--- config.mk ---
export PLATFORM = sky130hd
export DESIGN_NAME = drm_top
export DESIGN_NICKNAME = d
export VERILOG_FILES = /design/src/design/drm_pkg.sv /design/src/design/drm_top.sv
export SDC_FILE = /design/constraint.sdc
export NUM_CORES = 1
export LEC_CHECK = 0
export ABC_AREA = 1
export BUFFER_PORTS_ARGS = -buffer_cell sky130_fd_sc_hd__buf_2
export CAP_MARGIN = 25
export CORE_AREA = 4 4 95 97
export CTS_CLUSTER_SIZE = 25
export DETAILED_ROUTE_END_ITERATION = 12
export DIE_AREA = 0 0 99 101
export PLACE_DENSITY = 0.64
export RECOVER_POWER = 100
export SYNTH_ARGS = -nofsm -noshare
export SYNTH_HDL_FRONTEND = slang
export SYNTH_SLANG_ARGS = --single-unit
--- constraint.sdc ---
create_clock -name clk -period 1.3 [get_ports clk]
set_input_delay 0.065 -clock clk [delete_from_list [all_inputs] [get_ports clk]]
set_output_delay 0.065 -clock clk [all_outputs]
set_load 0.005 [all_outputs]
--- src/design/drm_pkg.sv ---
// Purpose: shared constants and types for the loop mode control
// Assumes: 8-bit register port, byte-wide registers
// Notes: register offsets are byte addresses on the plain port
package drm_pkg;
	// sizes
	localparam int NREF = 9;
	localparam int REF_W = 4;
	localparam int PRIO_W = 4;
	localparam int ADDR_W = 8;
	localparam int DATA_W = 8;
	localparam int STRAP_W = 2;
	// register offsets
	localparam logic [7:0] ADDR_MODE = 8'h1F;
	localparam logic [7:0] ADDR_REFSEL = 8'h20;
	localparam logic [7:0] ADDR_MASK = 8'h21;
	// reset values
	localparam logic [7:0] MASK_RST = 8'h3C;
	localparam logic [3:0] REFSEL_RST = 4'h0;
	localparam logic [7:0] DATA_ZERO = 8'h00;
	// field positions
	localparam int MODE_MSB = 2;
	localparam int REFSEL_MSB = 3;
	localparam int SWMASK_MSB = 3;
	localparam int FAIL_CYCLE = 0;
	localparam int FAIL_COARSE = 1;
	localparam int FAIL_GUARD = 2;
	localparam int FAIL_PRECISE = 3;
	localparam logic [4:0] MODE_PAD = 5'h00;
	localparam logic [3:0] REFSEL_PAD = 4'h0;
	// loop modes
	typedef enum logic [2:0] {
		MODE_MAN_NORMAL = 3'b000,
		MODE_MAN_HOLD = 3'b001,
		MODE_MAN_FREE = 3'b010,
		MODE_AUTO = 3'b011,
		MODE_STEER = 3'b100
	} drm_mode_type;
	// loop condition shown to the core
	typedef enum logic [1:0] {
		LOOP_FREE = 2'b00,
		LOOP_LOCKED = 2'b01,
		LOOP_HOLD = 2'b10,
		LOOP_STEER = 2'b11
	} drm_loop_type;
	// all state of the block except the two reset release flops
	typedef struct packed {
		logic strap_done;
		drm_mode_type mode;
		logic [3:0] refsel;
		logic [7:0] mask;
		logic [7:0] rd_data;
		logic [3:0] active_ref;
		drm_loop_type loop_state;
		logic switch_evt;
		logic steer_en;
	} drm_state_type;
endpackage : drm_pkg

--- src/design/drm_top.sv ---
// Purpose: mode and reference selection for the first loop
// Assumes: inputs synchronous to clk, indicators high on failure
// Notes: priority codes arrive as a port, lower code ranks higher
//
// Implementation choice: the address-and-strobe port.
`timescale 1ns/1ps
//Contract
// (RULE1) manual normal: lock selected, hold on failure
// (RULE2) manual holdover: no switching, always holdover
// (RULE3) manual free-run: no switching, always free-run
// (RULE4) automatic: lock best qualified reference
// (RULE5) active fails: switch to next qualified
// (RULE6) no qualified reference: enter holdover
// (RULE7) steer mode: software drives the oscillator
// (RULE8) steer mode only by register write
// (RULE9) mode default from strap pins
// (RULE10) software writes mode upper bits zero
// (RULE11) select register read-only in automatic
// (RULE12) manual normal uses written select value
// (RULE13) select codes 0..8, rest reserved
// (RULE14) mask bits: cycle, coarse, guard, precise
// (RULE15) mask zero ignores indicator, one counts
// (RULE16) priority code zero ranks highest
// (RULE17) automatic ignores writes to select
module drm_top #(
	parameter int NREF = drm_pkg::NREF
) (
	input wire logic clk,
	input wire logic resetn,
	input wire logic [drm_pkg::ADDR_W-1:0] addr,
	input wire logic [drm_pkg::DATA_W-1:0] wr_data,
	input wire logic wr_en,
	input wire logic rd_en,
	output logic [drm_pkg::DATA_W-1:0] rd_data,
	input wire logic [drm_pkg::STRAP_W-1:0] loop_mode_strap_pins,
	input wire logic [NREF-1:0] cycle_monitor_failure,
	input wire logic [NREF-1:0] coarse_frequency_failure,
	input wire logic [NREF-1:0] guard_timer_failure,
	input wire logic [NREF-1:0] precise_frequency_failure,
	input wire logic [NREF*drm_pkg::PRIO_W-1:0] ref_priority,
	output logic [drm_pkg::REF_W-1:0] active_ref,
	output logic [1:0] loop_state,
	output logic switch_pulse,
	output logic controlled_oscillator_steer
);
	import drm_pkg::*;

	// elaboration check on the reference count
	if (NREF < 1 || NREF > (1 << REF_W))
	begin : g_bad_nref
		$error("NREF does not fit the select field");
	end

	drm_state_type s_q;
	drm_state_type s_d;
	logic rst_meta_q;
	logic rst_n_q;
	logic [NREF-1:0] qual;
	logic any_qual;
	logic [REF_W-1:0] best_idx;
	logic [PRIO_W-1:0] best_prio;
	logic sel_ok;

	// true when reference r exists and is qualified
	function automatic logic ref_ok(
		input logic [REF_W-1:0] r,
		input logic [NREF-1:0] qv
	);
		logic ok;
		ok = 1'b0;
		for (int i = 0; i < NREF; i++)
		begin
			if (REF_W'(i) == r)
				ok = qv[i]; // RULE13
		end
		return ok;
	endfunction : ref_ok

	// reset release through two flops
	always_ff @(posedge clk or negedge resetn)
	begin
		if (!resetn)
		begin
			rst_meta_q <= 1'b0;
			rst_n_q <= 1'b0;
		end
		else
		begin
			rst_meta_q <= 1'b1;
			rst_n_q <= rst_meta_q;
		end
	end

	// per reference qualification, unmasked indicators only
	for (genvar g = 0; g < NREF; g++)
	begin : g_qual
		logic [3:0] fails;
		assign fails[FAIL_CYCLE] = cycle_monitor_failure[g]; // RULE14
		assign fails[FAIL_COARSE] = coarse_frequency_failure[g]; // RULE14
		assign fails[FAIL_GUARD] = guard_timer_failure[g]; // RULE14
		assign fails[FAIL_PRECISE] = precise_frequency_failure[g]; // RULE14
		assign qual[g] = ~|(fails & s_q.mask[SWMASK_MSB:0]); // RULE15
	end

	// best qualified reference, lowest code wins, ties to lower index
	always_comb
	begin
		logic [PRIO_W-1:0] p;
		p = '0;
		any_qual = 1'b0;
		best_idx = '0;
		best_prio = '1;
		for (int i = 0; i < NREF; i++)
		begin
			p = ref_priority[i*PRIO_W +: PRIO_W];
			if (qual[i] && (!any_qual || p < best_prio)) // RULE16
			begin
				any_qual = 1'b1;
				best_idx = REF_W'(i);
				best_prio = p;
			end
		end
	end

	assign sel_ok = ref_ok(s_q.refsel, qual);

	// next state: registers, reads and loop control
	always_comb
	begin
		s_d = s_q;
		s_d.switch_evt = 1'b0;
		s_d.rd_data = DATA_ZERO;
		// strap load once after release, never the steer mode
		if (!s_q.strap_done)
		begin
			s_d.strap_done = 1'b1;
			s_d.mode = drm_mode_type'({1'b0, loop_mode_strap_pins}); // RULE9 RULE8
		end
		else if (wr_en && addr == ADDR_MODE && wr_data[MODE_MSB:0] <= MODE_STEER)
			s_d.mode = drm_mode_type'(wr_data[MODE_MSB:0]); // RULE8
		// select is writable except in automatic mode
		if (wr_en && addr == ADDR_REFSEL && s_q.mode != MODE_AUTO) // RULE17
			s_d.refsel = wr_data[REFSEL_MSB:0]; // RULE12
		if (wr_en && addr == ADDR_MASK)
			s_d.mask = wr_data;
		// read port, unmapped reads give zero
		if (rd_en)
		begin
			case (addr)
				ADDR_MODE: s_d.rd_data = {MODE_PAD, s_q.mode}; // RULE10
				ADDR_REFSEL:
				begin
					if (s_q.mode == MODE_AUTO)
						s_d.rd_data = {REFSEL_PAD, s_q.active_ref}; // RULE11
					else
						s_d.rd_data = {REFSEL_PAD, s_q.refsel};
				end
				ADDR_MASK: s_d.rd_data = s_q.mask;
				default: s_d.rd_data = DATA_ZERO;
			endcase
		end
		// loop control per mode
		s_d.steer_en = 1'b0;
		s_d.loop_state = LOOP_FREE;
		if (s_q.strap_done)
		begin
			unique case (s_q.mode)
				MODE_MAN_NORMAL:
				begin
					s_d.active_ref = s_q.refsel; // RULE12
					s_d.loop_state = sel_ok ? LOOP_LOCKED : LOOP_HOLD; // RULE1
				end
				MODE_MAN_HOLD: s_d.loop_state = LOOP_HOLD; // RULE2
				MODE_MAN_FREE: s_d.loop_state = LOOP_FREE; // RULE3
				MODE_AUTO:
				begin
					if (any_qual)
					begin
						s_d.active_ref = best_idx; // RULE4 RULE5
						s_d.loop_state = LOOP_LOCKED;
					end
					else
						s_d.loop_state = LOOP_HOLD; // RULE6
				end
				MODE_STEER:
				begin
					s_d.steer_en = 1'b1; // RULE7
					s_d.loop_state = LOOP_STEER;
				end
			endcase
		end
		// one-cycle pulse when the active reference moves
		s_d.switch_evt = (s_d.active_ref != s_q.active_ref);
	end

	// state register
	always_ff @(posedge clk or negedge rst_n_q)
	begin
		if (!rst_n_q)
		begin
			s_q.strap_done <= 1'b0;
			s_q.mode <= MODE_MAN_FREE;
			s_q.refsel <= REFSEL_RST;
			s_q.mask <= MASK_RST;
			s_q.rd_data <= DATA_ZERO;
			s_q.active_ref <= REFSEL_RST;
			s_q.loop_state <= LOOP_FREE;
			s_q.switch_evt <= 1'b0;
			s_q.steer_en <= 1'b0;
		end
		else
			s_q <= s_d;
	end

	// outputs straight from the state flops
	assign rd_data = s_q.rd_data;
	assign active_ref = s_q.active_ref;
	assign loop_state = s_q.loop_state;
	assign switch_pulse = s_q.switch_evt;
	assign controlled_oscillator_steer = s_q.steer_en;
endmodule : drm_top

==> flow_summary.ini, run 1 <==
[sta]
worstMarginPinSlew_ns = 0.562
setup_viol = 11
max_freq_mhz = 127
min_period_over_period_pct = 605
slew_headroom_pct = 62.5
period_minus_slack_ns = 7.87
drv_slew = 0
fin_skew_ns = 0.00143
rsz0062_at_grt = yes
hold_viol = 0
fin_setup_tns_ns = -38.27
final.setup.worst_slack_ns = -6.57

[die]
die-height_um = 101
num_rows = 33
dieArea_um2 = 10000
core_um2 = 8130
num_io_pins = 110
initial_utilization_pct = 42.0
die_x_um = 99

[synthesis]
synth_edf_count = 0
ys_seq_area_share_pct = 25.1
synthTopCellsByCount = 137 x nand2_1, 80 x inv_1, 60 x nand3_1
netlist_top_cells_area = dfrtp_1 21%, nand2_1 15%, inv_1 8.8%
synth_most_common_cell = nand2_1
synth_top_cell_area_share_pct = 21.2
ys_warn_count = 0
syn_area_um2 = 3420
syn_inst = 528
ys_ff_latch = 34
synthArstFlopShare_pct = 100
syn_area_per_cell_um2 = 6.47
ys_types = 36
synth-main-ff-cell = dfrtp_1
synth_top_cell_by_area = dfrtp_1

[drt]
ant_nets = 0
wl_per_cell_um = 14.0
drt_first_pass_iters = 4
first_iter_violations = 175
vias_per_cell = 5.01
vias = 4398
remaining_drc_errors = 0
wl_mm = 12.3

[global_route]
overflow = 0
grt_usage_pct = 23.4
grt_pass1_vias = 4319
grt_antenna_before_repair = 0
grt_pass1_wl_mm = 19.4
grt_max_degree = 24

[critical_path]
cp_max_fo = 8
crit-reg2reg-launch = s_q[18]$_DFFE_PN1P_
worstSetupStartpointType = flip-flop
critPathCaptureType = flip-flop
rrSetupSlack_ns = -6.57
rr_worst_depth = 78
arrival_ns = 8.08
cp_slowest_cell = dfstp_2
worst_r2r_endpoint = active_ref[1]$_DFF_PN0_
critPathKind = reg2reg
cpMostUsedCell = nand2_4
cpPeakStageDelay_ns = 0.54
worst-endpoint-required_ns = 1.51

[run]
maxCapViolCount = 0

[power_and_ir_drop]
leakage_nw = 3.03
power_mw = 7.56
vdd_drop_max_uv = 673
p_per_area_nw_per_um2 = 1370

[cts]
h-tree-depth = 2
cts_sinks = 34
clk_path_buf_depth = 2
ctsRootBufferMaster = clkbuf_8
cts_tree = yes
numCtsBuffers = 5
clk_latency_ns = 0.28
clkTransAtPathRegs_ns = 0.07

[placement]
gp_routability_congestion = 0.937
pre_cts_ws_ns = -6.67
port_buffers = 109
place_area_um2 = 4870
place_hpwl_mm = 9.18

[outcome]
failed_checks = setup timing
outcome = finished with violations

[hold_path]
hold_end = s_q[28]$_DFFE_PN0P_
hp-class = in2reg
holdCritStartpoint = loop_mode_strap_pins[0]
hold_depth = 3

[finish]
area_growth_pct = 61.9
final_util_pct = 68.1
nets = 878
fillers = 696
drive_gt1_share_pct = 47.1
antennaDiodeCount = 0
final_cell_area_um2 = 5540
-- registers in the layout, indices dropped and copies added, names as in the netlist --
name and count:
controlled_oscillator_steer 1, rd_data 8, active_ref 4, switch_pulse 1, s_q 16, rst_meta_q 1
rst_n_q 1, loop_state 2
-- what timing repair did --
action,4_1_cts,5_1_grt
setup endpoints to repair,15,15
hold buffers,3,0
buffers inserted,21,9
hold endpoints to repair,4,0
pin swaps,34,56
resized for setup,44,44
-- stage by stage --
stage / cells / hold WS [ns]
2_1_floorplan: 529 / -0.231
3_3_place_gp: 839 / -0.149
3_5_place_dp: 839 / -0.149
4_1_cts: 871 / 0.0173
5_1_grt: 878 / 0.0240
6_report: 878 / 0.0268
-- how the worst max path moves through the flow --
stage                   startpoint                      end  slack, ns  depth (start not counted)
6_report       s_q[18]$_DFFE_PN1P_  active_ref[1]$_DFF_PN0_      -6.57                         78
5_1_grt        s_q[19]$_DFFE_PN1P_   switch_pulse$_DFF_PN0_      -7.19                         79
4_1_cts        s_q[19]$_DFFE_PN1P_   switch_pulse$_DFF_PN0_      -6.46                         80
3_5_place_dp   s_q[18]$_DFFE_PN1P_   switch_pulse$_DFF_PN0_      -6.67                         76
3_3_place_gp   s_q[18]$_DFFE_PN1P_   switch_pulse$_DFF_PN0_      -6.29                         76
2_1_floorplan  s_q[18]$_DFFE_PN1P_   switch_pulse$_DFF_PN0_      -6.31                         79
-- cell type report --
type | instances | area (um^2) | area share [%]
clock buffers | 7 | 86.3 | 1.56
repair buffers | 257 | 1670 | 30.2
inverters | 84 | 318 | 5.74
clock inverters | 1 | 5.00 | 0.0904
flip-flops and latches | 34 | 857 | 15.5
multi-input cells | 390 | 2470 | 44.6
well taps | 105 | 131 | 2.37
-- logic make-up (layout without fill, tap and decap cells) --
kind of cell	Yosys count	in the layout	share of synthesized area (%)
buffers and inverters	105	349	13.1
adders and majority gates	12	12	4.39
DFF	34	34	25.1
other	1	2	0.110
AOI/OAI and AO/OA	88	88	17.4
and+or+nand+nor	288	288	39.9
-- metal layers --
layer	GRT usage, %	vias to the layer above	routed length, um
met4	7.25	0	289
met3	3.88	33	642
li1	-	2179	-
met5	0	-	0
met2	42.9	140	6190
met1	27.9	2046	5160
-- critical path: cells and delay by family, from the launching register on --
| family | cells | cell delay [ns] |
|---|---|---|
| buffers and inverters | 11 | 0.70 |
| adder cells (fa/ha/maj) | 8 | 2.14 |
| AND/OR/NAND/NOR | 47 | 3.38 |
| AO/OA/AOI/OAI | 12 | 1.02 |
| flip-flops | 1 | 0.54 |
-- power by group --
part	switching [mW]	total, mW	internal [mW]
logic	2.89	5.47	2.59
registers	0.105	1.27	1.17
clock network	0.383	0.810	0.427
total	3.37	7.56	4.18
-- layout by cell type (no fill, tap or decap), types with 8 or more instances in the layout --
cell type / Yosys / layout
a21oi_1: 14 / 10
a22o_1: 11 / 11
buf_2: 2 / 98
buf_4: 14 / 132
buf_6: 0 / 9
clkbuf_1: 5 / 15
dfrtp_1: 29 / 29
inv_1: 80 / 75
inv_2: 4 / 8
nand2_1: 137 / 114
nand2_2: 27 / 41
nand2_4: 9 / 18
nand3_1: 60 / 51
nand3_2: 0 / 8
nor2_1: 44 / 39
o21ai_0: 38 / 20
o21ai_2: 0 / 8
Power figures use the tool's default switching activity.
==> inputs of run 2 (changes only) <==
CORE_AREA = 4 4 85 107   (was 4 4 95 97)
DIE_AREA = 0 0 89 111   (was 0 0 99 101)
SKIP_CTS_REPAIR_TIMING = 1   (was not set)
==> flow_summary.ini, run 2 (synthesis results as in run 1) <==
[critical_path]
cp-endpoint = switch_pulse$_DFF_PN0_
crit-reg2reg-launch = s_q[19]$_DFFE_PN1P_
worstSetupStartpoint = s_q[19]$_DFFE_PN1P_
cp_top_family = simple AND/OR/NAND/NOR gates
arrival_ns = 8.09
rr_worst_depth = 78
rrSetupSlack_ns = -6.60
critPathCaptureType = flip-flop
critPathKind = reg2reg
cp_slowest_cell = dfstp_2
worstSetupPathDepth = 78
cp_max_fo = 7
crit_buf_inv = 5
worst_r2r_endpoint = switch_pulse$_DFF_PN0_
worstSetupStartpointType = flip-flop
worst-endpoint-required_ns = 1.48
cpPeakStageDelay_ns = 0.54

[cts]
clk_path_buf_depth = 2
clk_latency_ns = 0.30
ctsRootBufferMaster = clkbuf_8
numCtsBuffers = 5
cts_sinks = 34
cts_tree = yes
clkTransAtPathRegs_ns = 0.08
h-tree-depth = 2

[placement]
place_hpwl_mm = 9.13
place_area_um2 = 4920
pre_cts_ws_ns = -6.59
port_buffers = 109
gp_routability_congestion = 0.889
dp_cells = 838

[sta]
worstMarginPinSlew_ns = 0.533
whs_ns = -0.00655
fin_skew_ns = 0.00875
hold_viol = 2
max_freq_mhz = 127
period_minus_slack_ns = 7.90
setup_viol = 11
drv_slew = 0
final.setup.worst_slack_ns = -6.60
min_period_over_period_pct = 608
rsz0062_at_grt = yes
slew_headroom_pct = 64.4

[global_route]
grt_antenna_before_repair = 1
grt_usage_pct = 22.2
grt_pass1_vias = 4232
grt_max_degree = 21
grt_pass1_wl_mm = 17.9
overflow = 0

[power_and_ir_drop]
p_per_area_nw_per_um2 = 1320
seqPwrFrac_pct = 17.2
power_mw = 7.28
p_sw_mw = 3.20
p_sw_share_pct = 44.0
leakage_nw = 3.02
pwr-share-comb_pct = 69.2
clock_power_share_pct = 13.6
vdd_drop_max_uv = 1220
intPower_mw = 4.07

[drt]
drt_first_pass_iters = 4
wl_per_cell_um = 13.4
ant_nets = 0
wl_mm = 11.6
vias = 4349
first_iter_violations = 112
remaining_drc_errors = 0
vias_per_cell = 5.02

[finish]
area_growth_pct = 61.7
reg.largest.list = s_q: 16 flops, rd_data: 8 flops, active_ref: 4 flops
nets = 873
layout_commonest_cell = buf_4
fillers = 709
final_cell_area_um2 = 5530
layout_common_cells = 128 x buf_4, 112 x nand2_1, 100 x buf_2
drive_gt1_share_pct = 48.3
top_register = s_q
instances_no_fill = 866
final_util_pct = 68.2
largest_reg_flops = 16

[die]
die-height_um = 111
die_x_um = 89
dieArea_um2 = 9880
num_rows = 37
initial_utilization_pct = 42.2
num_io_pins = 110
core_um2 = 8100

[hold_path]
hp-class = in2reg

[outcome]
failed_checks = hold timing, setup timing
outcome = finished with violations

[run]
maxCapViolCount = 0
==> run 2: changes by cell type in the layout (fill, tap and decap cells not counted), sizes merged <==
cell,change
clkinv,+1
bufinv,+1
buf,-2
clkbuf,-3
diode,+1
dlygate4sd3,-2
==> run 2: power by group through the flow <==
| stage | Combinational [mW] | Sequential, mW | Clock (mW) |
|---|---|---|---|
| after CTS | 4.15 | 1.25 | 0.996 |
| after detailed placement | 4.13 | 1.27 | 0 |
| after floorplan | 2.50 | 1.27 | 0 |
| after global placement | 4.00 | 1.27 | 0 |
| final | 5.03 | 1.25 | 0.990 |
| after global routing | 5.56 | 1.27 | 1.06 |
==> run 2: per-layer routing <==
metal | GRT usage, % | vias up | share of wire [%]
met5 | 0 | - | 0
met4 | 6.75 | 0 | 3.4
met1 | 25.1 | 1989 | 39
met2 | 41.9 | 140 | 53
li1 | - | 2187 | -
met3 | 2.45 | 33 | 5.2
==> run 2: worst min path at each step <==
stage,startpoint,endpoint,cells past startpoint
after floorplan,resetn,rst_meta_q$_DFF_PN0_,0
after detailed placement,resetn,rst_meta_q$_DFF_PN0_,1
after CTS,resetn,rst_meta_q$_DFF_PN0_,1
after global placement,resetn,rst_meta_q$_DFF_PN0_,1
final,wr_data[5],s_q[21]$_DFFE_PN1P_,3
after global routing,wr_data[5],s_q[21]$_DFFE_PN1P_,3
==> run 2: area by class of cell <==
class	instances	area, um^2	area share, %
clock inverter	3	40.0	0.724
sequential	34	857	15.5
multi-input combinational	390	2490	45.1
inverter	84	315	5.70
tap	97	121	2.20
antenna	1	2.50	0.0453
timing repair buffer	252	1630	29.5
clock buffer	5	68.8	1.24
==> run 2: metrics by stage <==
stage	hold WS, ns	TNS, ns
after floorplan	-0.231	-32.89
after global placement	-0.148	-35.62
after detailed placement	-0.146	-37.22
after global routing	0.0144	-41.74
after CTS	-0.458	-37.55
final	-0.00655	-37.85
==> run 2: worst register-to-register path, delay by kind of cell, from the launching register on <==
kind / cells / cell delay (ns)
flops: 1 / 0.54
buf+inv: 5 / 0.28
simple gates: 55 / 3.90
fa+ha+maj: 8 / 2.15
compound gates: 10 / 0.93
==> inputs of run 3 (changes only) <==
CORE_AREA = 4 4 83 105   (was 4 4 85 107)
DIE_AREA = 0 0 87 109   (was 0 0 89 111)
PLACE_DENSITY = 0.67   (was 0.64)
==> flow_summary.ini, run 3 (synthesis results as in run 1) <==
[outcome]
failed_checks = setup timing
outcome = finished with violations

[critical_path]
cp_top_family = simple AND/OR/NAND/NOR gates
rrSetupSlack_ns = -6.59
arrival_ns = 8.07
crit-reg2reg-launch = s_q[18]$_DFFE_PN1P_
worstSetupStartpointType = flip-flop
cp_slowest_cell = dfstp_2
critPathKind = reg2reg
cp_max_fo = 7
critPathCaptureType = flip-flop
worstSetupStartpoint = s_q[18]$_DFFE_PN1P_
crit_buf_inv = 8
worst-endpoint-required_ns = 1.48
cpPeakStageDelay_ns = 0.55

[drt]
vias_per_cell = 5.01
wl_mm = 11.1
wl_per_cell_um = 13.0
drt_first_pass_iters = 4
vias = 4281
first_iter_violations = 119
remaining_drc_errors = 0
ant_nets = 0

[finish]
antennaDiodeCount = 0
final_cell_area_um2 = 5350
fillers = 679
final_util_pct = 69.4
area_growth_pct = 56.4
largest_reg_flops = 16
nets = 865
reg.largest.list = s_q: 16 flops, rd_data: 8 flops, active_ref: 4 flops
layout_commonest_cell = buf_4
multi_input_area_um2 = 2400
top_register = s_q
layout_common_cells = 122 x buf_4, 120 x nand2_1, 95 x buf_2
drive_gt1_share_pct = 44.3
seqCellArea_um2 = 857

[global_route]
grt_usage_pct = 22.7
grt_antenna_before_repair = 0
grt_max_degree = 21
overflow = 0
grt_pass1_vias = 4177
grt_pass1_wl_mm = 17.3

[power_and_ir_drop]
p_per_area_nw_per_um2 = 1300
power_mw = 6.94
vdd_drop_max_uv = 1340
leakage_nw = 2.96

[sta]
slew_headroom_pct = 59.9
period_minus_slack_ns = 7.89
min_period_over_period_pct = 607
worstMarginPinSlew_ns = 0.601
hold_viol = 0
fin_skew_ns = 0.00358
drv_slew = 0
final.setup.worst_slack_ns = -6.59
setup_viol = 11
max_freq_mhz = 127
rsz0062_at_grt = yes

[cts]
clkTransAtPathRegs_ns = 0.07
cts_tree = yes
clk_latency_ns = 0.28
numCtsBuffers = 5
ctsRootBufferMaster = clkbuf_8
cts_sinks = 34
clk_path_buf_depth = 2
h-tree-depth = 2

[die]
initial_utilization_pct = 44.4
num_io_pins = 110
num_rows = 36
core_um2 = 7700
die_x_um = 87
die-height_um = 109
dieArea_um2 = 9480

[placement]
gp_routability_congestion = 0.867
port_buffers = 109
place_area_um2 = 4910
pre_cts_ws_ns = -6.60
place_hpwl_mm = 9.05

[hold_path]
hp-class = in2reg
holdCritStartpoint = rd_en

[run]
maxCapViolCount = 0
## run 3: cell types whose count changed in the layout (fill, tap and decap cells not counted), sizes merged
cell	change
buf	-13
bufinv	-1
clkbuf	+6
clkinv	-1
clkinvlp	+1
diode	-1
## run 3: final cells by class
class / instances / area share (%)
multi-input combinational: 390 / 44.9
timing repair buffer: 244 / 29.1
sequential: 34 / 16.0
inverter: 84 / 5.95
tap: 95 / 2.22
clock buffer: 6 / 1.54
clock inverter: 2 / 0.234
## run 3: power by group
part           switching [mW]  internal, mW
Sequential              0.100          1.17
Clock                   0.391         0.425
Combinational            2.59          2.27
Total                    3.08          3.86
## run 3: worst paths after layout
check | end | depth (start not counted)
setup / recovery | switch_pulse$_DFF_PN0_ | 78
hold / removal | rd_data[0]$_DFF_PN0_ | 3
setup reg to reg | switch_pulse$_DFF_PN0_ | 78
hold reg to reg | s_q[26]$_DFFE_PN0P_ | 1
max in group asynchronous | s_q[22]$_DFFE_PN0P_ | 1
min in group asynchronous | rst_meta_q$_DFF_PN0_ | 2
## run 3: tightest hold or removal path: stages
cell	delay (ns)
buf_2	0.10
nand2_1	0.05
inv_1	0.04
## run 3: stage by stage
stage | hold WS (ns) | instances | TNS [ns]
2_1_floorplan | -0.231 | 529 | -32.89
3_3_place_gp | -0.149 | 836 | -35.69
3_5_place_dp | -0.145 | 836 | -37.28
4_1_cts | -0.459 | 844 | -37.67
5_1_grt | 0.00786 | 855 | -41.76
6_report | 0.00809 | 855 | -37.50
## run 3: per-layer routing
layer,track usage (%),vias to the layer above,routed length [um]
li1,-,2166,-
met3,3.17,24,614
met2,43.8,115,5870
met5,0,-,0
met1,24.2,1976,4400
met4,9.35,0,252
